<file path="src/pkg/diag_record_regs.svh">
// Offsets, field positions, fixed values and timing of the diagnostic record
`ifndef DIAG_RECORD_REGS_SVH
`define DIAG_RECORD_REGS_SVH

// ---------------------------------------------------------------
// Access selectors
// ---------------------------------------------------------------
`define SET_SHORT         16'h0000
`define SET_FULL          16'h0001
`define CAN_SHORT         16'h2F00
`define CAN_FULL          16'h2F01
`define ECAT_INDEX        16'h5005
`define REC_LEN           5'h14
`define SHORT_LEN         5'h04
`define STAMP_FIRST_BYTE  5'h10
`define STAMP_LEN         5'h04

// ---------------------------------------------------------------
// Byte offsets (subindex numbers)
// ---------------------------------------------------------------
`define OFS_SUMMARY       8'h02
`define OFS_CLASS         8'h03
`define OFS_RSVD_FAULT    8'h04
`define OFS_INTERNAL      8'h05
`define OFS_KIND          8'h06
`define OFS_BITS          8'h07
`define OFS_COUNT         8'h08
`define OFS_GROUP         8'h09
`define OFS_CH0           8'h0A
`define OFS_CH1           8'h0B
`define OFS_UNUSED_FIRST  8'h0C
`define OFS_UNUSED_LAST   8'h11
`define OFS_STAMP         8'h13

// ---------------------------------------------------------------
// Field positions
// ---------------------------------------------------------------
`define SUM_MODULE_FAIL   0
`define SUM_INTERNAL      1
`define SUM_EXTERNAL      2
`define SUM_CHANNEL       3
`define SUM_AUX_MISSING   4
`define SUM_PARAM         7
`define INT_BUF_OVERFLOW  3
`define INT_COMM          4
`define CH_CFG_FAULT      0
`define CH_SHORT_GND      3

// ---------------------------------------------------------------
// Reset and fixed values
// ---------------------------------------------------------------
`define FAULT_RESET       8'h00
`define CLASS_VALUE       8'h15
`define KIND_VALUE        8'h73
`define BITS_VALUE        8'h08
`define COUNT_VALUE       8'h02
`define STAMP_RESET       32'h0000_0000

// ---------------------------------------------------------------
// Timing
// ---------------------------------------------------------------
`define TICK_PERIOD_NS    1000
`define CLK_PERIOD_NS     5

`endif

</file>
<file path="src/pkg/diag_pkg.sv">
// Types shared by the diagnostic record modules
package diag_pkg;

   typedef enum logic [2:0]
   {
      ACC_RECORD   = 3'b001,
      ACC_CANOPEN  = 3'b010,
      ACC_ETHERCAT = 3'b100
   } access_type;

   typedef struct packed
   {
      logic       module_fail;
      logic       int_error;
      logic       ext_error;
      logic       aux_missing;
      logic       param_error;
      logic       buf_overflow;
      logic       comm_error;
      logic [1:0] cfg_fault;
      logic [1:0] short_gnd;
   } fault_in_type;

endpackage

</file>
<file path="src/pkg/ticker_if.sv">
// Microsecond ticker carrier between ticker and record
`timescale 1ns/1ps
interface ticker_if;
   logic        tick;
   logic [31:0] count;
   modport source (output tick, output count);
   modport sink   (input tick, input count);
endinterface

</file>
<file path="src/hw/us_ticker.sv">
// Free-running microsecond counter
`timescale 1ns/1ps
`include "diag_record_regs.svh"
module us_ticker
#(
   parameter int CYCLES_PER_US = `TICK_PERIOD_NS / `CLK_PERIOD_NS
)
(
   input  logic     clk,
   input  logic     reset,
   ticker_if.source tk
);
   localparam int            PW       = $clog2(CYCLES_PER_US + 1);
   localparam logic [PW-1:0] PRE_LAST = PW'(CYCLES_PER_US - 1);

   logic [PW-1:0] pre_r;
   logic [PW-1:0] pre_nxt;
   logic [31:0]   cnt_r;
   logic [31:0]   cnt_nxt;
   logic          tick_r;
   logic          tick_nxt;

   // ---------------------------------------------------------------
   // Prescaler and counter
   // ---------------------------------------------------------------
   always_comb
   begin
      tick_nxt = (pre_r == PRE_LAST);
      pre_nxt  = tick_nxt ? '0 : pre_r + PW'(1);
      cnt_nxt  = tick_nxt ? cnt_r + 32'h0000_0001 : cnt_r;
   end

   always_ff @(posedge clk or posedge reset)
   begin
      if (reset)
      begin
         pre_r  <= '0;
         cnt_r  <= `STAMP_RESET;
         tick_r <= 1'b0;
      end
      else
      begin
         pre_r  <= pre_nxt;
         cnt_r  <= cnt_nxt;
         tick_r <= tick_nxt;
      end
   end

   assign tk.tick  = tick_r;
   assign tk.count = cnt_r;

   // ---------------------------------------------------------------
   // Checks
   // ---------------------------------------------------------------
   count_step_a: assert property (@(posedge clk) disable iff (reset)
      (cnt_r != $past(cnt_r)) |-> (cnt_r == $past(cnt_r) + 32'h0000_0001) && tick_r)
      else $error("microsecond count stepped wrongly");

   tick_space_a: assert property (@(posedge clk) disable iff (reset)
      tick_r |=> !tick_r)
      else $error("microsecond ticks too close");

endmodule // us_ticker

</file>
<file path="src/hw/analog_output_diag_record.sv">
// Diagnostic record of the two-channel analog output module
`timescale 1ns/1ps
`include "diag_record_regs.svh"

module analog_output_diag_record
#(
   parameter int CYCLES_PER_US = `TICK_PERIOD_NS / `CLK_PERIOD_NS
)
(
   input  logic                 CLK,
   input  logic                 RESET,
   input  logic                 MODULE_FAIL,
   input  logic                 INT_ERROR,
   input  logic                 EXT_ERROR,
   input  logic                 AUX_MISSING,
   input  logic                 PARAM_ERROR,
   input  logic                 BUF_OVERFLOW,
   input  logic                 COMM_ERROR,
   input  logic [1:0]           CFG_FAULT,
   input  logic [1:0]           SHORT_GND,
   input  logic [1:0]           SHORT_EN,
   input  logic                 RD_REQ,
   input  diag_pkg::access_type RD_MODE,
   input  logic [15:0]          RD_SEL,
   input  logic [7:0]           RD_SUB,
   input  logic [4:0]           RD_BYTE,
   input  logic                 WR_REQ,
   output logic                 RD_ACK,
   output logic                 RD_ERR,
   output logic [7:0]           RD_DATA,
   output logic                 WR_REFUSED,
   output logic [1:0]           CH_LED
);
   import diag_pkg::*;

   fault_in_type raw;
   fault_in_type sync1_r;
   fault_in_type sync2_r;

   logic [7:0]   summary_r;
   logic [7:0]   summary_nxt;
   logic [7:0]   internal_r;
   logic [7:0]   internal_nxt;
   logic [7:0]   group_r;
   logic [7:0]   group_nxt;
   logic [7:0]   ch0_r;
   logic [7:0]   ch0_nxt;
   logic [7:0]   ch1_r;
   logic [7:0]   ch1_nxt;
   logic [31:0]  stamp_r;
   logic [31:0]  stamp_nxt;
   logic [1:0]   led_r;
   logic [1:0]   led_nxt;
   logic         rise;

   logic         ack_r;
   logic         ack_nxt;
   logic         err_r;
   logic         err_nxt;
   logic [7:0]   data_r;
   logic [7:0]   data_nxt;
   logic         wref_r;
   logic         wref_nxt;
   logic [7:0]   sel_sub;
   logic [1:0]   sel_part;
   logic         sel_ok;

   ticker_if tk ();

   us_ticker
   #(
      .CYCLES_PER_US (CYCLES_PER_US)
   )
   u_ticker
   (
      .clk   (CLK),
      .reset (RESET),
      .tk    (tk.source)
   );

   // ---------------------------------------------------------------
   // Fault input synchroniser
   // ---------------------------------------------------------------
   always_comb
   begin
      raw.module_fail  = MODULE_FAIL;
      raw.int_error    = INT_ERROR;
      raw.ext_error    = EXT_ERROR;
      raw.aux_missing  = AUX_MISSING;
      raw.param_error  = PARAM_ERROR;
      raw.buf_overflow = BUF_OVERFLOW;
      raw.comm_error   = COMM_ERROR;
      raw.cfg_fault    = CFG_FAULT;
      raw.short_gnd    = SHORT_GND;
   end

   always_ff @(posedge CLK or posedge RESET)
   begin
      if (RESET)
      begin
         sync1_r <= '0;
         sync2_r <= '0;
      end
      else
      begin
         sync1_r <= raw;
         sync2_r <= sync1_r;
      end
   end

   // ---------------------------------------------------------------
   // Record contents
   // ---------------------------------------------------------------
   function automatic logic [7:0] channel_byte(input logic cfg, input logic shrt, input logic en);
      logic [7:0] b;
      b                = `FAULT_RESET;
      b[`CH_CFG_FAULT] = cfg;
      b[`CH_SHORT_GND] = shrt & en;
      return b;
   endfunction

   always_comb
   begin
      ch0_nxt   = channel_byte(sync2_r.cfg_fault[0], sync2_r.short_gnd[0], SHORT_EN[0]);
      ch1_nxt   = channel_byte(sync2_r.cfg_fault[1], sync2_r.short_gnd[1], SHORT_EN[1]);
      group_nxt = `FAULT_RESET;
      group_nxt[0] = |ch0_nxt;
      group_nxt[1] = |ch1_nxt;
      internal_nxt = `FAULT_RESET;
      internal_nxt[`INT_BUF_OVERFLOW] = sync2_r.buf_overflow;
      internal_nxt[`INT_COMM]         = sync2_r.comm_error;
      summary_nxt = `FAULT_RESET;
      summary_nxt[`SUM_MODULE_FAIL] = sync2_r.module_fail;
      summary_nxt[`SUM_INTERNAL]    = sync2_r.int_error | (|internal_nxt);
      summary_nxt[`SUM_EXTERNAL]    = sync2_r.ext_error;
      summary_nxt[`SUM_CHANNEL]     = |group_nxt;
      summary_nxt[`SUM_AUX_MISSING] = sync2_r.aux_missing;
      summary_nxt[`SUM_PARAM]       = sync2_r.param_error | (|sync2_r.cfg_fault);
      led_nxt = group_nxt[1:0];
      rise    = |({summary_nxt, internal_nxt, ch0_nxt, ch1_nxt} & ~{summary_r, internal_r, ch0_r, ch1_r});
      stamp_nxt = rise ? tk.count : stamp_r;
   end

   always_ff @(posedge CLK or posedge RESET)
   begin
      if (RESET)
      begin
         summary_r  <= `FAULT_RESET;
         internal_r <= `FAULT_RESET;
         group_r    <= `FAULT_RESET;
         ch0_r      <= `FAULT_RESET;
         ch1_r      <= `FAULT_RESET;
         stamp_r    <= `STAMP_RESET;
         led_r      <= 2'h0;
      end
      else
      begin
         summary_r  <= summary_nxt;
         internal_r <= internal_nxt;
         group_r    <= group_nxt;
         ch0_r      <= ch0_nxt;
         ch1_r      <= ch1_nxt;
         stamp_r    <= stamp_nxt;
         led_r      <= led_nxt;
      end
   end

   // ---------------------------------------------------------------
   // Read path
   // ---------------------------------------------------------------
   function automatic logic [7:0] sub_byte(input logic [7:0] sub, input logic [1:0] part);
      logic [7:0] b;
      b = `FAULT_RESET;
      case (sub)
         `OFS_SUMMARY  : b = summary_r;
         `OFS_CLASS    : b = `CLASS_VALUE;
         `OFS_INTERNAL : b = internal_r;
         `OFS_KIND     : b = `KIND_VALUE;
         `OFS_BITS     : b = `BITS_VALUE;
         `OFS_COUNT    : b = `COUNT_VALUE;
         `OFS_GROUP    : b = group_r;
         `OFS_CH0      : b = ch0_r;
         `OFS_CH1      : b = ch1_r;
         `OFS_STAMP    : b = 8'(stamp_r >> {part, 3'b000});
         default       : b = `FAULT_RESET;
      endcase
      return b;
   endfunction

   always_comb
   begin
      sel_sub  = 8'({3'b000, RD_BYTE}) + `OFS_SUMMARY;
      sel_part = RD_BYTE[1:0];
      sel_ok   = 1'b0;
      if (RD_BYTE >= `STAMP_FIRST_BYTE)
      begin
         sel_sub = `OFS_STAMP;
      end
      case (RD_MODE)
         ACC_RECORD :
         begin
            sel_ok = ((RD_SEL == `SET_FULL) && (RD_BYTE < `REC_LEN)) ||
                     ((RD_SEL == `SET_SHORT) && (RD_BYTE < `SHORT_LEN));
         end
         ACC_CANOPEN :
         begin
            sel_ok = ((RD_SEL == `CAN_FULL) && (RD_BYTE < `REC_LEN)) ||
                     ((RD_SEL == `CAN_SHORT) && (RD_BYTE < `SHORT_LEN));
         end
         ACC_ETHERCAT :
         begin
            sel_sub = RD_SUB;
            sel_ok  = (RD_SEL == `ECAT_INDEX) &&
                      (((RD_SUB >= `OFS_SUMMARY) && (RD_SUB <= `OFS_UNUSED_LAST)) ||
                       ((RD_SUB == `OFS_STAMP) && (RD_BYTE < `STAMP_LEN)));
         end
         default :
         begin
            sel_ok = 1'b0;
         end
      endcase
      ack_nxt  = RD_REQ;
      err_nxt  = RD_REQ & ~sel_ok;
      data_nxt = (RD_REQ && sel_ok) ? sub_byte(sel_sub, sel_part) : `FAULT_RESET;
      wref_nxt = WR_REQ;
   end

   always_ff @(posedge CLK or posedge RESET)
   begin
      if (RESET)
      begin
         ack_r  <= 1'b0;
         err_r  <= 1'b0;
         data_r <= `FAULT_RESET;
         wref_r <= 1'b0;
      end
      else
      begin
         ack_r  <= ack_nxt;
         err_r  <= err_nxt;
         data_r <= data_nxt;
         wref_r <= wref_nxt;
      end
   end

   assign RD_ACK     = ack_r;
   assign RD_ERR     = err_r;
   assign RD_DATA    = data_r;
   assign WR_REFUSED = wref_r;
   assign CH_LED     = led_r;

   // ---------------------------------------------------------------
   // Checks
   // ---------------------------------------------------------------
   led_follow_a: assert property (@(posedge CLK) disable iff (RESET)
      (CH_LED[0] == (ch0_r != 8'h00)) && (CH_LED[1] == (ch1_r != 8'h00)))
      else $error("channel indicator disagrees with fault byte");

   read_only_ack_a: assert property (@(posedge CLK) disable iff (RESET)
      RD_ACK |-> $past(RD_REQ))
      else $error("answer without a read");

   short_gate_a: assert property (@(posedge CLK) disable iff (RESET)
      ch0_r[`CH_SHORT_GND] |-> $past(SHORT_EN[0]) && $past(sync2_r.short_gnd[0]))
      else $error("short logged while detection disabled");

   short_set_limit_a: assert property (@(posedge CLK) disable iff (RESET)
      (RD_REQ && RD_MODE == ACC_RECORD && RD_SEL == `SET_SHORT && RD_BYTE >= `SHORT_LEN)
      |=> RD_ACK && RD_ERR && RD_DATA == 8'h00)
      else $error("short record set read past four bytes");

   can_kind_read_a: assert property (@(posedge CLK) disable iff (RESET)
      (RD_REQ && RD_MODE == ACC_CANOPEN && RD_SEL == `CAN_FULL && RD_BYTE == 5'h04)
      |=> RD_ACK && !RD_ERR && RD_DATA == 8'h73)
      else $error("full index read of channel kind failed");

   ecat_stamp_read_a: assert property (@(posedge CLK) disable iff (RESET)
      (RD_REQ && RD_MODE == ACC_ETHERCAT && RD_SEL == `ECAT_INDEX && RD_SUB == `OFS_STAMP
       && RD_BYTE == 5'h01) |=> !RD_ERR && RD_DATA == $past(stamp_r[15:8]))
      else $error("timestamp byte read wrongly");

   class_read_a: assert property (@(posedge CLK) disable iff (RESET)
      (RD_REQ && RD_MODE == ACC_ETHERCAT && RD_SEL == `ECAT_INDEX && RD_SUB == `OFS_CLASS)
      |=> RD_DATA == 8'h15)
      else $error("module class byte wrong");

   summary_shape_a: assert property (@(posedge CLK) disable iff (RESET)
      summary_r[6:5] == 2'b00 && summary_r[`SUM_CHANNEL] == (group_r != 8'h00))
      else $error("summary byte malformed");

   group_shape_a: assert property (@(posedge CLK) disable iff (RESET)
      group_r[7:2] == 6'h00 && group_r[0] == (ch0_r != 8'h00) && group_r[1] == (ch1_r != 8'h00))
      else $error("group byte disagrees with channel bytes");

   reserved_bits_a: assert property (@(posedge CLK) disable iff (RESET)
      internal_r[2:0] == 3'h0 && internal_r[7:5] == 3'h0 && ch0_r[7:4] == 4'h0 && ch0_r[2:1] == 2'h0)
      else $error("reserved bit set");

   stamp_capture_a: assert property (@(posedge CLK) disable iff (RESET)
      rise |=> stamp_r == $past(tk.count))
      else $error("timestamp not captured at event");

   tick_step_a: assert property (@(posedge CLK) disable iff (RESET)
      tk.tick |-> tk.count == $past(tk.count) + 32'h0000_0001)
      else $error("timestamp source missed a tick");

   write_refused_a: assert property (@(posedge CLK) disable iff (RESET)
      (WR_REQ && !RD_REQ) |=> WR_REFUSED && !RD_ACK)
      else $error("write not refused");

endmodule // analog_output_diag_record

</file>
<file path="config.mk">
export PLATFORM = sky130hd
export DESIGN_NAME = analog_output_diag_record
export DESIGN_NICKNAME = d
export VERILOG_FILES = /design/src/pkg/diag_pkg.sv /design/src/pkg/ticker_if.sv /design/src/hw/us_ticker.sv /design/src/hw/analog_output_diag_record.sv
export VERILOG_INCLUDE_DIRS = /design/src /design/src/pkg
export SDC_FILE = /design/constraint.sdc
export NUM_CORES = 1
export LEC_CHECK = 0
export BUFFER_PORTS_ARGS = -buffer_cell sky130_fd_sc_hd__buf_2
export CORE_ASPECT_RATIO = 0.5
export CORE_MARGIN = 3
export CORE_UTILIZATION = 30
export DETAILED_ROUTE_END_ITERATION = 12
export SLEW_MARGIN = 15
export SYNTH_ARGS = -nofsm -noshare
export SYNTH_HDL_FRONTEND = slang
export SYNTH_SLANG_ARGS = --single-unit
export TNS_END_PERCENT = 100
</file>
<file path="constraint.sdc">
create_clock -name CLK -period 7.35 [get_ports CLK]
set_input_delay 0.735 -clock CLK [delete_from_list [all_inputs] [get_ports CLK]]
set_output_delay 0.735 -clock CLK [all_outputs]
set_load 0.02 [all_outputs]
</file>
# After elaboration in Yosys (flattened, before gate mapping)
# Cells that the tools add are included.
dict set report word_totals {
  mem_count 0
  word_cells 90
  out_inout_bits 13
  mem_bits_rw 0
  ff_bits 119
  latchBits 0
  in_bits 49
  romBits 0
}
dict set report classes {
  n_reduce_logical 18
  div 0
  n_lt_le_gt_ge 5
  eq_ne 19
  n_bitwise 8
  n_mul 0
  shifts 1
  add_sub_neg 3
  n_mux 6
}
# op n
set op_table {}
lappend op_table {{8-bit one-hot mux with 10 select lines} 1}
lappend op_table {{32-bit by 1-bit adder with 32-bit output (second input constant)} 1}
lappend op_table {{32-bit bitwise AND} 1}
lappend op_table {{16-bit by 14-bit equality test with 1-bit output (second input constant)} 2}
lappend op_table {{8-bit by 4-bit equality test with 1-bit output (second input constant)} 4}
lappend op_table {{32-bit NOT} 1}
lappend op_table {{32-bit OR reduction} 1}
lappend op_table {{32-bit by 5-bit right shift with 8-bit output} 1}
lappend op_table {{8-bit by 3-bit equality test with 1-bit output (second input constant)} 3}
lappend op_table {{8-bit 2-to-1 mux} 3}
lappend op_table {{16-bit by 1-bit equality test with 1-bit output (second input constant)} 1}
lappend op_table {{16-bit by 15-bit equality test with 1-bit output (second input constant)} 1}
lappend op_table {{8-bit by 2-bit equality test with 1-bit output (second input constant)} 2}
lappend op_table {{8-bit by 5-bit equality test with 1-bit output (second input constant)} 2}
lappend op_table {{16-bit logical NOT} 1}
lappend op_table {{8-bit by 1-bit adder with 8-bit output (second input constant)} 1}
lappend op_table {{8-bit equality test (second input constant)} 1}
lappend op_table {{8-bit by 2-bit >= comparator with 1-bit output (second input constant)} 1}
lappend op_table {{8-bit by 5-bit <= comparator with 1-bit output (second input constant)} 1}
lappend op_table {{1-bit logical AND} 8}
lappend op_table {{2-bit OR reduction} 4}
lappend op_table {{5-bit by 2-bit adder with 6-bit output (second input constant)} 1}
lappend op_table {{6-bit 2-to-1 mux} 1}
lappend op_table {{5-bit >= comparator (second input constant)} 1}
lappend op_table {{11 further kinds} 16}

# Depth between registers and ports, before layout
dict set report logic_depth {
  depth_word 7
  mapped_depth 8
  depth_no_buf 7
}

# Modules after synthesis
# From an unflattened synthesis, not the netlist that was laid out.
dict set report hier_totals {
  cells_unflattened 428
  area_unflattened_um2 5323.9
}
# mod area_per_inst_um2 cells_each n_inst seq_area_each_um2
set modules_own_cells {}
lappend modules_own_cells {analog_output_diag_record 3403.3 263 1 1976.9}
lappend modules_own_cells {us_ticker 1920.6 165 1 1026.0}

# Worst setup path after synthesis
# No wires, ideal clock.
dict set report synth_timing {
  kind {input to register}
  start {in RD_BYTE[1]}
  end {reg data_r[4], in the netlist RD_DATA[4]}
  t_required_ns 7.256
  cell_stages 6
  setup_time_ns 0.094
  arrival_time_ns 2.351
  path_buffers 0
  setup_slack_ns 4.905
  cell_sequence {ha_1 -> or4_1 -> o211ai_1 -> a21boi_4 -> o311ai_4 -> a221oi_2}
}
dict set report synth_via {
  elab_chain_len 7
  elab_cells_between_ends 30
  classes_between {1 x add/sub; 3 x order compare; 10 x eq/ne; 1 x shift; 5 x mux; 10 x reduce/logical}
}
# element line_no
set synth_rtl {}
lappend synth_rtl {{start, declared} analog_output_diag_record.sv:26} ;# input logic [4:0] RD_BYTE,
lappend synth_rtl {{branches (longest 6 deep; another with 5-bit by 2-bit adder with 6-bit output)} --}
lappend synth_rtl {{8-bit 2-to-1 mux (no line) (*)} --}
lappend synth_rtl {{via data_nxt[4]} analog_output_diag_record.sv:61} ;# logic [7:0] data_nxt;
lappend synth_rtl {{end signal, assigned} analog_output_diag_record.sv:234} ;# data_r <= `FAULT_RESET;
lappend synth_rtl {{end signal, assigned} analog_output_diag_record.sv:241} ;# data_r <= data_nxt;
lappend synth_rtl {{end, declared} analog_output_diag_record.sv:60} ;# logic [7:0] data_r;
# Mark *: on every way through the listed nets, which the timed path passes.
# A chain may end at the register's enable or synchronous reset.

# Worst setup path in the final report
dict set report layout_timing {
  start {in RD_MODE[0]}
  end {reg data_r[2], in the netlist RD_DATA[2]}
}
dict set report layout_via {
  elab_chain_len 5
  elab_cells_between_ends 18
  classes_between {13 x eq/ne; 4 x mux; 1 x reduce/logical}
}
# element line_no
set layout_rtl {}
lappend layout_rtl {{start, declared} analog_output_diag_record.sv:23} ;# input diag_pkg::access_type RD_MODE,
lappend layout_rtl {{3-bit equality test} analog_output_diag_record.sv:199} ;# case (RD_MODE)
lappend layout_rtl {{8-bit 2-to-1 mux} analog_output_diag_record.sv:199}
lappend layout_rtl {{8-bit by 5-bit equality test with 1-bit output (tied with other cells)} analog_output_diag_record.sv:174} ;# case (sub)
lappend layout_rtl {{8-bit one-hot mux with 10 select lines} analog_output_diag_record.sv:174}
lappend layout_rtl {{8-bit 2-to-1 mux (no line) (*)} --}
lappend layout_rtl {{via data_nxt[2]} analog_output_diag_record.sv:61}
# The timed path passes the listed nets; every way through them passes the cells marked *.

==> results.sh <==
export IMPL_io_pins=62
export IMPL_grt_ovfl_total=0
export IMPL_area_growth_synth_to_final_pct=21.5
export IMPL_die_area_mm2=0.0193
export IMPL_synthMuxAreaShare_pct=11.1
export IMPL_synth_seq_area_share_pct=56.5
export IMPL_initial_core_util_pct=31.4
export IMPL_cts_hold_buf=0
export IMPL_cp_start_kind="input port"
export IMPL_rrSetupSlack_ps=4940
export IMPL_wl_mm=11.5
export IMPL_worst_r2r_path_depth=7
export IMPL_cts_tree="built"
export IMPL_track_usage_pct=12.6
export IMPL_detail_route_iter0_violations=223
export IMPL_detail_route_antenna_nets=0
export IMPL_antenna_found_initial=0
export IMPL_min_to="summary_nxt[4]$_DFF_PP0_"
export IMPL_cts_setup_buffers=0
export IMPL_hp_start="sync1_r[7]$_DFF_PP0_"
export IMPL_synth_compound_area_share_pct=7.12
export IMPL_post_route_min_period_ps=2510
export IMPL_cts_sinks=119
export IMPL_reg2reg_from="u_ticker.pre_r[0]$_DFF_PP0_"
export IMPL_path_class="in -> reg"
export IMPL_worstSkewPairLatency_ps=410
export IMPL_drtPass1Iterations=4
export IMPL_yosysUniqueCellTypes=66
export IMPL_ys_flop_type="dfrtp_1"
export IMPL_via_count=3556
export IMPL_path_max_fanout=11
export IMPL_hold_ws_ps=344
export IMPL_grt_pass1_vias=3614
export IMPL_synth_top_family_by_area="simple AND/OR/NAND/NOR gates"
export IMPL_num_fill_cells=1608
export IMPL_skew_ps=9.84
export IMPL_synth_edf_count=0
export IMPL_hold_violations=0
export IMPL_core_area_mm2=0.0168
export IMPL_p_per_area_mw_per_mm2=243
export IMPL_placed_cell_area_mm2=0.00582
export IMPL_r2r_end="u_ticker.tk.count[25]$_DFFE_PP0N_"
export IMPL_ir_drop_uv=91.8
export IMPL_clockRootBuffer="clkbuf_16"
export IMPL_clockBufferDepth=2
export IMPL_drive_gt1_share_pct=29.1
export IMPL_max_slew_margin_pct=45.7
export IMPL_min_path_type="reg -> reg"
export IMPL_routedWlPerCell_um=15.6
export IMPL_cts_htree_levels=4
export IMPL_synthTopCellsByArea="dfrtp_1, mux2_2, xnor2_1, mux4_2, xor2_1"
export IMPL_die_w_um=193
export IMPL_cts_resized=0
export IMPL_path_clk_slew_ps=60
export IMPL_hold_depth=0
export IMPL_dpl_hpwl_mm=8.50
export IMPL_syn_mean_instance_area_um2=12.4
export IMPL_rsz0062_at_grt="false"
export IMPL_netlist_instances=426
export IMPL_required_ps=7620
export IMPL_place_port_buffers=61
export IMPL_synth_simple_area_share_pct=15.1
export IMPL_pre_cts_slack_ps=4440
export IMPL_min_period_over_period_pct=34.2
export IMPL_cap_violations=0
export IMPL_cts_made_buffers=17
export IMPL_p_leak_nw=2.91
export IMPL_vias_per_cell=4.81
export IMPL_setup_tns_ps=0
export IMPL_finalInstanceArea_mm2=0.00640
export IMPL_cp_arrival_ps=2780
export IMPL_worst_pin_slew_ps=814
export IMPL_end_kind="flip-flop"
export IMPL_rows=33
export IMPL_yosysTopAreaCell="dfrtp_1"
export IMPL_slowest_stage="nor3b_2"
export IMPL_drv_slew=0
export IMPL_synth_adder_area_share_pct=1.28
export IMPL_drc=0
export IMPL_ys_warn_count=0
export IMPL_die_h_um=99.7
export IMPL_syn_nets=478
export IMPL_crit_chain="buf_2 > nor3b_2 > nor4_1 > a21oi_1 > a311oi_2 > o311ai_4 > nor2_1"
export IMPL_async_reset_ff_share_pct=100
export IMPL_mappedNetlistArea_mm2=0.00527
export IMPL_grt_pass1_wl_mm=19.4
export IMPL_grt_max_degree=66
export IMPL_synth_top_area_share_pct=56.5
export IMPL_synth_most_common_cell="dfrtp_1"
export IMPL_setup_violations=0
export IMPL_fmax_mhz=398
export IMPL_synth_xor_area_share_pct=6.46
export IMPL_outcome="completed"
export IMPL_final_net_count=551
export IMPL_antenna_cells=0
export IMPL_synth_seq_cells=119
export IMPL_fin_ws_ps=4840
export IMPL_cpPeakStageDelay_ps=600
export IMPL_ys_top_cells_by_count="dfrtp_1, nor2_1, mux2_2, nand2_1, xnor2_1"
export IMPL_place_gp_congestion=0.834
## layer usage
| layer | track usage, % | share of wire (%) | up-vias | wire length (um) |
|---|---|---|---|---|
| met2 | 19.2 | 46 | 58 | 5270 |
| met3 | 2.71 | 4.0 | 12 | 465 |
| met5 | 0 | 0 | - | 0 |
| met1 | 17.8 | 50 | 1798 | 5720 |
| met4 | 4.66 | 0.69 | 0 | 80 |
| li1 | - | - | 1688 | - |
## final cells by class
type | instances | area [um2] | share of cell area, %
inverters | 20 | 77.6 | 1.21
well taps | 227 | 284 | 4.44
clock inverters | 14 | 140 | 2.19
multi-input cells | 278 | 2160 | 33.8
flip-flops and latches | 119 | 2980 | 46.5
repair buffers | 63 | 320 | 5.00
clock buffers | 18 | 439 | 6.86
## registers in the layout (all words and copies together), names as in the netlist
register	flops
stamp_r	32
u_ticker.tk.count	32
sync1_r	11
RD_DATA	8
u_ticker.pre_r	8
summary_r	6
sync2_r	4
summary_nxt	3
CH_LED	2
ch0_r	2
ch1_r	2
internal_nxt	2
internal_r	2
RD_ACK	1
RD_ERR	1
WR_REFUSED	1
ch0_nxt	1
ch1_nxt	1
## worst max-delay path: cells and delay by family
kind	cells	cell delay, ps
AOI/OAI and AO/OA	3	1100
and+or+nand+nor	3	810
buffers and inverters	1	130
## per-stage QoR
stage,total power (W),instances,util [%]
6_report,0.00156,739,38.1
4_1_cts,0.00157,739,38.1
3_3_place_gp,0.000769,707,34.7
3_5_place_dp,0.000770,707,34.7
5_1_grt,0.00162,739,38.1
2_1_floorplan,0.000735,426,-
## layout by cell type, fill, tap and decap left out, drive strengths merged, types with 4 or more instances in the layout
cell type  count
and3           4
clkbuf        18
nand2b         6
clkinv         5
nand3         15
buf           63
o21ai          4
a22oi          4
nor2          33
inv           26
nor2b          6
mux4           8
or4            4
a21oi         11
xnor2         22
nand2         28
xor2          16
dfrtp        119
nor4           7
and4           5
nand4         13
nor3           9
mux2          33
## worst max-delay path by stage
stage	slack (ps)	to	depth (start not counted)	start
floorplan	3460	CH_LED[0]$_DFF_PP0_	1	RESET
global placement	4480	RD_DATA[7]$_DFF_PP0_	7	RD_MODE[0]
detailed placement	4440	RD_DATA[4]$_DFF_PP0_	7	RD_BYTE[1]
CTS	4860	RD_DATA[4]$_DFF_PP0_	7	RD_BYTE[1]
global route	4610	RD_DATA[7]$_DFF_PP0_	7	RD_MODE[0]
finish	4840	RD_DATA[2]$_DFF_PP0_	7	RD_MODE[0]
## cell families (layout without fill, tap and decap cells)
| kind of cell | count (synthesis) | count (layout) |
|---|---|---|
| DFF | 119 | 119 |
| muxes | 43 | 43 |
| AOI/OAI and AO/OA | 46 | 46 |
| buffers and inverters | 29 | 115 |
| and+or+nand+nor | 145 | 145 |
| adders and majority gates | 6 | 6 |
| xor gates and xnor gates | 38 | 38 |
## power by group
| part | switching (W) | internal [W] |
|---|---|---|
| sequential | 0.00000554 | 0.000666 |
| clock | 0.000317 | 0.000482 |
| combinational | 0.0000541 | 0.0000313 |
Note: power is estimated with default switching activity, not from simulation.
